`src/hdl/gpcfg_pkg.sv`:
```
/*
  constants of the pin-2 configuration and input-level block: register
  offsets, field positions, reset values, source codes and serial-port framing.
  assumes the block sits behind a two-wire serial configuration port.
*/
// Summary of operation
// - Bits 7:4 pick the pin-2 source: 0000 output data bit two, 0001 free clock, 0010 link clock, 0011 recovered clock, others reserved.
// - Bits 3:2 set the resistors: 00 none, 01 pull-down, 10 pull-up, 11 reserved, reset 01.
// - Bit 1 enables the pin-2 input buffer when set and resets to 0.
// - Reading the input-level register at offset 05 returns the level on each pin used as an input.
// - Pin 2's level sits in bit 2 of the input-level register and bits 7:3 are reserved.
// - Pins 0 and 1 report their levels in bits 0 and 1 of the input-level register, read-only.
package gpcfg_pkg;
  localparam logic [7:0] GPCFG_OFS_CFG = 8'h04;
  localparam logic [7:0] GPCFG_OFS_LVL = 8'h05;
  localparam logic [7:0] GPCFG_CFG_RST = 8'h05;
  localparam int GPCFG_SRC_HI = 7;
  localparam int GPCFG_SRC_LO = 4;
  localparam int GPCFG_RES_HI = 3;
  localparam int GPCFG_RES_LO = 2;
  localparam int GPCFG_INBUF_BIT = 1;
  localparam int GPCFG_DRV_BIT = 0;
  localparam logic [3:0] GPCFG_SRC_DATA = 4'h0;
  localparam logic [3:0] GPCFG_SRC_FREECLK = 4'h1;
  localparam logic [3:0] GPCFG_SRC_LINKCLK = 4'h2;
  localparam logic [3:0] GPCFG_SRC_RECCLK = 4'h3;
  localparam logic [1:0] GPCFG_RES_NONE = 2'h0;
  localparam logic [1:0] GPCFG_RES_DOWN = 2'h1;
  localparam logic [1:0] GPCFG_RES_UP = 2'h2;
  localparam logic [6:0] GPCFG_DEF_ADDR = 7'h5a;
  localparam logic [3:0] GPCFG_BYTE_BITS = 4'h8;
  localparam int GPCFG_SYNC_W = 5;
  typedef enum logic [3:0] {
    GPCFG_IDLE, GPCFG_ADDR, GPCFG_ADDR_ACK, GPCFG_REG, GPCFG_REG_ACK,
    GPCFG_WDATA, GPCFG_WDATA_ACK, GPCFG_RDATA, GPCFG_RDATA_ACK
  } gpcfg_state_t;
endpackage

```
`src/hdl/gpcfg_sync_if.sv`:
```
/*
  carrier of the filtered pin levels from the synchroniser to the block.
  assumes one clock for both ends.
*/
interface gpcfg_sync_if #(
  parameter int W = 5
);
  logic [W-1:0] level;
  modport src (output level);
  modport dst (input level);
endinterface

```
`src/hdl/gpcfg_pin_sync.sv`:
```
/*
  three-stage synchroniser with agreement filter for asynchronous pins.
  assumes raw inputs may change at any time relative to clk.
*/
module gpcfg_pin_sync #(
  parameter int W = 5,
  parameter logic [W-1:0] RST_VAL = '1
) (
  // clock and reset
  input wire logic clk,
  input wire logic rst_n,
  // pins
  input wire logic [W-1:0] raw,
  // filtered levels
  gpcfg_sync_if.src lvl
);
  logic [W-1:0] s1_r, s2_r, s3_r, lvl_r;
  logic [W-1:0] lvl_nxt;

  if (W < 1) begin : g_chk
    $error("gpcfg_pin_sync: width must be at least one");
  end

  // a level is taken only once the second and third stages agree
  always_comb begin
    for (int i = 0; i < W; i++) begin
      lvl_nxt[i] = (s2_r[i] == s3_r[i]) ? s3_r[i] : lvl_r[i];
    end
  end

  always_ff @(posedge clk or negedge rst_n) begin
    if (!rst_n) begin
      s1_r <= RST_VAL;
      s2_r <= RST_VAL;
      s3_r <= RST_VAL;
      lvl_r <= RST_VAL;
    end else begin
      s1_r <= raw;
      s2_r <= s1_r;
      s3_r <= s2_r;
      lvl_r <= lvl_nxt;
    end
  end

  assign lvl.level = lvl_r;
endmodule // gpcfg_pin_sync

```
`src/hdl/gpcfg_top.sv`:
```
/*
  pin-2 configuration register, input-level register and the two-wire
  serial configuration slave that reaches them.
  assumes scl and sda come from board pins, sda is open-drain pulled up
  outside, and the clock sources for pin 2 are plain inputs sampled here.
*/
module gpcfg_top
  import gpcfg_pkg::*;
#(
  parameter logic [6:0] SLAVE_ADDR = gpcfg_pkg::GPCFG_DEF_ADDR
) (
  // clock and reset
  input wire logic clk,
  input wire logic rst_n,
  // serial configuration port
  input wire logic scl,
  input wire logic sda_i,
  output logic sda_o,
  output logic sda_oe,
  // pin-2 sources
  input wire logic output_data_bit_two,
  input wire logic free_clk_in,
  input wire logic link_tx_clk_in,
  input wire logic rec_clk_in,
  // levels on the three general-purpose pins
  input wire logic [2:0] gp_pin_in,
  // pin-2 pad control
  output logic gp2_out,
  output logic pin_driver_on,
  output logic gp2_in_buf_en,
  output logic gp2_pull_down,
  output logic gp2_pull_up
);
  import gpcfg_pkg::*;

  if (SLAVE_ADDR == 7'h00) begin : g_chk
    $error("gpcfg_top: address 0 is the general call and cannot be used");
  end

  gpcfg_sync_if #(.W(GPCFG_SYNC_W)) sync_if ();

  gpcfg_pin_sync #(.W(GPCFG_SYNC_W), .RST_VAL(5'h1f)) u_sync (
    .clk(clk),
    .rst_n(rst_n),
    .raw({gp_pin_in, sda_i, scl}),
    .lvl(sync_if.src)
  );

  logic scl_f, sda_f;
  logic [2:0] pin_f;
  assign scl_f = sync_if.level[0];
  assign sda_f = sync_if.level[1];
  assign pin_f = sync_if.level[4:2];

  // edge and condition detection
  logic scl_q_r, sda_q_r;
  logic scl_rise, scl_fall, start_c, stop_c;
  assign scl_rise = scl_f & ~scl_q_r;
  assign scl_fall = ~scl_f & scl_q_r;
  assign start_c = scl_f & scl_q_r & sda_q_r & ~sda_f;
  assign stop_c = scl_f & scl_q_r & ~sda_q_r & sda_f;

  // slave state
  gpcfg_state_t st_r, st_nxt;
  logic [7:0] sh_r, sh_nxt;
  logic [3:0] cnt_r, cnt_nxt;
  logic [7:0] ptr_r, ptr_nxt;
  logic rw_r, rw_nxt;
  logic sda_oe_r, sda_oe_nxt;
  logic [7:0] cfg_r, cfg_nxt;

  function automatic logic [7:0] read_value(input logic [7:0] ofs, input logic [7:0] cfg,
                                            input logic [2:0] pins);
    if (ofs == GPCFG_OFS_CFG) begin
      read_value = cfg;
    end else if (ofs == GPCFG_OFS_LVL) begin
      // pin 2 reads zero while its input buffer is off
      read_value = {5'h00, pins[2] & cfg[GPCFG_INBUF_BIT], pins[1], pins[0]};
    end else begin
      read_value = 8'h00;
    end
  endfunction

  // a function result cannot be bit-selected, so the read byte gets a name of its own
  logic [7:0] rd_val;
  assign rd_val = read_value(ptr_r, cfg_r, pin_f);

  always_comb begin
    st_nxt = st_r;
    sh_nxt = sh_r;
    cnt_nxt = cnt_r;
    ptr_nxt = ptr_r;
    rw_nxt = rw_r;
    sda_oe_nxt = sda_oe_r;
    cfg_nxt = cfg_r;
    if (stop_c) begin
      st_nxt = GPCFG_IDLE;
      sda_oe_nxt = 1'b0;
    end else if (start_c) begin
      st_nxt = GPCFG_ADDR;
      cnt_nxt = 4'h0;
      sda_oe_nxt = 1'b0;
    end else begin
      unique case (st_r)
        GPCFG_IDLE: begin
        end
        GPCFG_ADDR, GPCFG_REG, GPCFG_WDATA: begin
          if (scl_rise) begin
            sh_nxt = {sh_r[6:0], sda_f};
            cnt_nxt = cnt_r + 4'h1;
          end else if (scl_fall && cnt_r == GPCFG_BYTE_BITS) begin
            cnt_nxt = 4'h0;
            sda_oe_nxt = 1'b1;
            if (st_r == GPCFG_ADDR) begin
              if (sh_r[7:1] == SLAVE_ADDR) begin
                rw_nxt = sh_r[0];
                st_nxt = GPCFG_ADDR_ACK;
              end else begin
                sda_oe_nxt = 1'b0;
                st_nxt = GPCFG_IDLE;
              end
            end else if (st_r == GPCFG_REG) begin
              ptr_nxt = sh_r;
              st_nxt = GPCFG_REG_ACK;
            end else begin
              // the level register and unmapped offsets swallow writes
              if (ptr_r == GPCFG_OFS_CFG) begin
                cfg_nxt = sh_r;
              end
              st_nxt = GPCFG_WDATA_ACK;
            end
          end
        end
        GPCFG_ADDR_ACK: begin
          if (scl_fall) begin
            if (rw_r) begin
              sh_nxt = rd_val;
              sda_oe_nxt = ~rd_val[7];
              st_nxt = GPCFG_RDATA;
            end else begin
              sda_oe_nxt = 1'b0;
              st_nxt = GPCFG_REG;
            end
          end
        end
        GPCFG_REG_ACK, GPCFG_WDATA_ACK: begin
          if (scl_fall) begin
            sda_oe_nxt = 1'b0;
            st_nxt = GPCFG_WDATA;
          end
        end
        GPCFG_RDATA: begin
          if (scl_fall) begin
            if (cnt_r == GPCFG_BYTE_BITS - 4'h1) begin
              cnt_nxt = 4'h0;
              sda_oe_nxt = 1'b0;
              st_nxt = GPCFG_RDATA_ACK;
            end else begin
              sh_nxt = {sh_r[6:0], 1'b0};
              sda_oe_nxt = ~sh_r[6];
              cnt_nxt = cnt_r + 4'h1;
            end
          end
        end
        GPCFG_RDATA_ACK: begin
          // a not-acknowledge ends the read; the master then stops
          if (scl_rise && sda_f) begin
            st_nxt = GPCFG_IDLE;
          end else if (scl_fall) begin
            sh_nxt = rd_val;
            sda_oe_nxt = ~rd_val[7];
            st_nxt = GPCFG_RDATA;
          end
        end
        default: begin
          st_nxt = GPCFG_IDLE;
          sda_oe_nxt = 1'b0;
        end
      endcase
    end
  end

  always_ff @(posedge clk or negedge rst_n) begin
    if (!rst_n) begin
      scl_q_r <= 1'b1;
      sda_q_r <= 1'b1;
      st_r <= GPCFG_IDLE;
      sh_r <= 8'h00;
      cnt_r <= 4'h0;
      ptr_r <= 8'h00;
      rw_r <= 1'b0;
      sda_oe_r <= 1'b0;
      cfg_r <= GPCFG_CFG_RST;
    end else begin
      scl_q_r <= scl_f;
      sda_q_r <= sda_f;
      st_r <= st_nxt;
      sh_r <= sh_nxt;
      cnt_r <= cnt_nxt;
      ptr_r <= ptr_nxt;
      rw_r <= rw_nxt;
      sda_oe_r <= sda_oe_nxt;
      cfg_r <= cfg_nxt;
    end
  end

  // pad control; clock sources are resampled, so they come out with one cycle of delay
  logic gp2_out_r, gp2_out_nxt, drv_r, drv_nxt, ibuf_r, ibuf_nxt, pd_r, pd_nxt, pu_r, pu_nxt;

  always_comb begin
    unique case (cfg_r[GPCFG_SRC_HI:GPCFG_SRC_LO])
      GPCFG_SRC_DATA: gp2_out_nxt = output_data_bit_two;
      GPCFG_SRC_FREECLK: gp2_out_nxt = free_clk_in;
      GPCFG_SRC_LINKCLK: gp2_out_nxt = link_tx_clk_in;
      GPCFG_SRC_RECCLK: gp2_out_nxt = rec_clk_in;
      default: gp2_out_nxt = 1'b0;
    endcase
    drv_nxt = cfg_r[GPCFG_DRV_BIT];
    ibuf_nxt = cfg_r[GPCFG_INBUF_BIT];
    // reserved resistor code leaves both resistors off
    pd_nxt = cfg_r[GPCFG_RES_HI:GPCFG_RES_LO] == GPCFG_RES_DOWN;
    pu_nxt = cfg_r[GPCFG_RES_HI:GPCFG_RES_LO] == GPCFG_RES_UP;
  end

  always_ff @(posedge clk or negedge rst_n) begin
    if (!rst_n) begin
      gp2_out_r <= 1'b0;
      drv_r <= 1'b1;
      ibuf_r <= 1'b0;
      pd_r <= 1'b1;
      pu_r <= 1'b0;
    end else begin
      gp2_out_r <= gp2_out_nxt;
      drv_r <= drv_nxt;
      ibuf_r <= ibuf_nxt;
      pd_r <= pd_nxt;
      pu_r <= pu_nxt;
    end
  end

  assign sda_o = 1'b0;
  assign sda_oe = sda_oe_r;
  assign gp2_out = gp2_out_r;
  assign pin_driver_on = drv_r;
  assign gp2_in_buf_en = ibuf_r;
  assign gp2_pull_down = pd_r;
  assign gp2_pull_up = pu_r;
endmodule // gpcfg_top

```
`config.mk`:
```
export PLATFORM = sky130hd
export DESIGN_NAME = gpcfg_top
export DESIGN_NICKNAME = d
export VERILOG_FILES = /design/src/hdl/gpcfg_pkg.sv /design/src/hdl/gpcfg_sync_if.sv /design/src/hdl/gpcfg_pin_sync.sv /design/src/hdl/gpcfg_top.sv
export SDC_FILE = /design/constraint.sdc
export NUM_CORES = 1
export LEC_CHECK = 0
export ABC_AREA = 1
export BUFFER_PORTS_ARGS = -buffer_cell sky130_fd_sc_hd__buf_2
export CORE_UTILIZATION = 40
export DETAILED_ROUTE_END_ITERATION = 10
export GPL_ROUTABILITY_DRIVEN = 1
export HOLD_SLACK_MARGIN = 0.03
export PLACE_DENSITY = 0.69
export SETUP_SLACK_MARGIN = 0.15
export SYNTH_ARGS = -nofsm -noshare
export SYNTH_HDL_FRONTEND = slang
export SYNTH_SLANG_ARGS = --single-unit
```
`constraint.sdc`:
```
create_clock -name clk -period 1.5 [get_ports clk]
set_clock_uncertainty 0.05 [all_clocks]
set_input_delay 0.075 -clock clk [delete_from_list [all_inputs] [get_ports clk]]
set_output_delay 0.075 -clock clk [all_outputs]
set_load 0.01 [all_outputs]
```
==> run metrics <==
status=finished with violations; violated checks=setup timing; DRT Wirelength=7640 um; count leader, synth=nand2_1; flop and latch count out of synthesis=61; Diodes inserted=0; unrepaired setup endpoints after global routing=true; area leader, netlist=dfrtp_1; Die Span X=88.72 um; min Tclk post-route=1.628 ns; Finished Layout Cells=558; routed len/inst=13.69 um; Initial Util=41.47%; Peak VDD IR=0.0006963 V; Port Buffer Count=16; Hold Crit Depth=3; TNS Setup=-2.790 ns; clk buf depth=2; placed insts=515; Final Cell Area=0.004238 mm^2; Tcrit/Tclk final=108.5%; share of post-route cells with drive strength above 1=44.23%; vias in the first global route=2,589; ranking of synthesized cells by area=dfrtp_1, dfstp_2, nand2_1; max cap viols=0; Worst Reg2Reg Path Length in Cells=7; placed cell areas=0.003522 mm^2; clock-pin slew on the worst setup and hold paths=0.07 ns; grt total ovfl=0; placeable core area=0.007253 mm^2; RD Place Congestion=0.9142; largest net degree at the start of global routing=62; Final WS setup=-0.1282 ns; final hold violation count=0; syn avg cell area=8.151 um^2; clock sink count=61; FP Rows=31; vias per cell=4.961; Async SR Flop Fraction=100.0%; number of remaining DRC errors=0; synthesized area=0.003008 mm^2; fmax=0.6142 GHz; CTS root buf=clkbuf_8; Post-synth top cells=nand2_1, inv_1, dfrtp_1; CP startpoint kind=flip-flop; LEAKAGE=1.972 nW; unique cell type count in the Yosys netlist=32; worst setup path class=flip-flop to flip-flop; drt first pass iters=5; power density cells=1058 mW/mm^2; Ports=18; CTS tree=built; Post-synth top flop=dfrtp_1; Routed Antenna Nets=0; CP Capture Type=flip-flop; clk_lat worst skew=0.34 ns; first-pass GRT wire length=11,840 um; max-slew violation count=0; Max Fanout on Critical Path=8; Starting DRT DRC Count=250; hold_ws=0.04587 ns; antenna violations before repair=0; Synth Warn #=0; DIE HEIGHT=88.72 um; nets=467; vias=2,768; Post-synth EDFFs=0; Syn Inst Count=369; die area=0.007870 mm^2; Synth top area share=29.12%; total routing usage reported by global routing=20.42%; Syn Nets=382; share of the yosys chip area belonging to registers=51.83%; post-DP HPWL=4654 um; Worst Path Arrival=1.81 ns; area grow syn2layout=40.89%; type of the worst min-delay path=primary input to flip-flop; CP required=1.68 ns; Max H-tree Level=3; clock buffer count from CTS=9; Setup Viol. Count Final=33
layout make-up:
type                            instances  area [um^2]
Multi-Input combinational cell        261         1559
Inverter                               42        161.4
Sequential cell                        61         1564
Tap cell                               99        123.9
Clock inverter                          5        52.55
Clock buffer                           11        131.4
Fill cell                             647         3015
Timing Repair Buffer                   79        645.6
layer usage:
| metal | share of wire, % | vias up | global-route usage, % |
|---|---|---|---|
| met4 | 4.5 | 0 | 12.02 |
| met5 | 0 | - | 0 |
| met1 | 41 | 1296 | 24.02 |
| met2 | 50 | 95 | 34.20 |
| met3 | 4.7 | 37 | 4.664 |
| li1 | - | 1340 | - |
placed cells by master (no fill, tap or decap), drive strengths merged:
master,instances
xor2,2
dfstp,26
a21oi,5
bufinv,1
inv,41
a2111oi,1
nand4,3
nand2,132
maj3,5
clkinv,3
o21ai,26
nor3,2
and2,2
conb,1
nand3,35
ha,2
a31oi,1
nor2,40
dlygate4sd3,8
buf,70
clkbuf,12
o211ai,3
dfrtp,35
nand3b,1
clkinvlp,2
flip-flops by register name (all words and copies together), names as in the netlist, 4 cells and up:
signal            flops
cfg_r                 8
ptr_r                 8
sh_r                  8
u_sync.lvl.level      5
u_sync.s1_r           5
u_sync.s2_r           5
u_sync.s3_r           5
cnt_r                 4
st_r                  4
path summary, 6_finish.rpt:
| check | startpoint | to | slack [ns] |
|---|---|---|---|
| max | scl_q_r | ptr_r[5] | -0.13 |
| min reg2reg | u_sync.s1_r[3] | u_sync.s2_r[3] | 0.30 |
| max reg2reg | scl_q_r | ptr_r[5] | -0.13 |
| min in group asynchronous | rst_n | sh_r[6] | 0.22 |
| max in group asynchronous | rst_n | u_sync.s1_r[2] | 0.86 |
| min | free_clk_in | gp2_out | 0.05 |
stage by stage:
stage	setup WS (ns)	total power (W)	util, %
finish	-0.1282	0.004482	58.43
global route	-0.1910	0.004714	58.43
CTS	-0.08205	0.004313	55.01
detailed placement	-0.1262	0.002793	48.56
global placement	-0.09221	0.002761	48.56
floorplan	0.009704	0.002499	-
where the power goes:
| group | internal, W | switching, W |
|---|---|---|
| registers | 0.00180 | 0.000135 |
| clock network | 0.000759 | 0.000630 |
| logic | 0.000466 | 0.000694 |
critical path, cell delays in order (launching register included):
cell       delay [ns]
dfstp_2          0.60
nand2_4          0.11
nor2_4           0.20
buf_6            0.13
nand4_4          0.12
clkbuf_16        0.21
nand2_2          0.05
o21ai_1          0.05
cell families after synthesis:
logic type	after synthesis	share of synthesized area [%]
other	1	0.1247
flip-flops	61	51.83
XOR/XNOR	2	0.5825
buffers and inverters	48	6.780
AND/OR/NAND/NOR	215	31.57
adder cells (fa/ha/maj)	7	2.496
AO/OA/AOI/OAI	35	6.614
timing repair:
| item | 4_1_cts | 5_1_grt |
|---|---|---|
| pin swaps | 22 | 27 |
| hold buffers | 8 | 0 |
| cloned | 1 | 1 |
| setup buffers | 10 | 7 |
| resized for setup | 45 | 59 |
| setup endpoints to repair | 34 | 34 |
| endpoints found under the hold margin | 67 | 0 |
(Power assumes the default switching activity.)
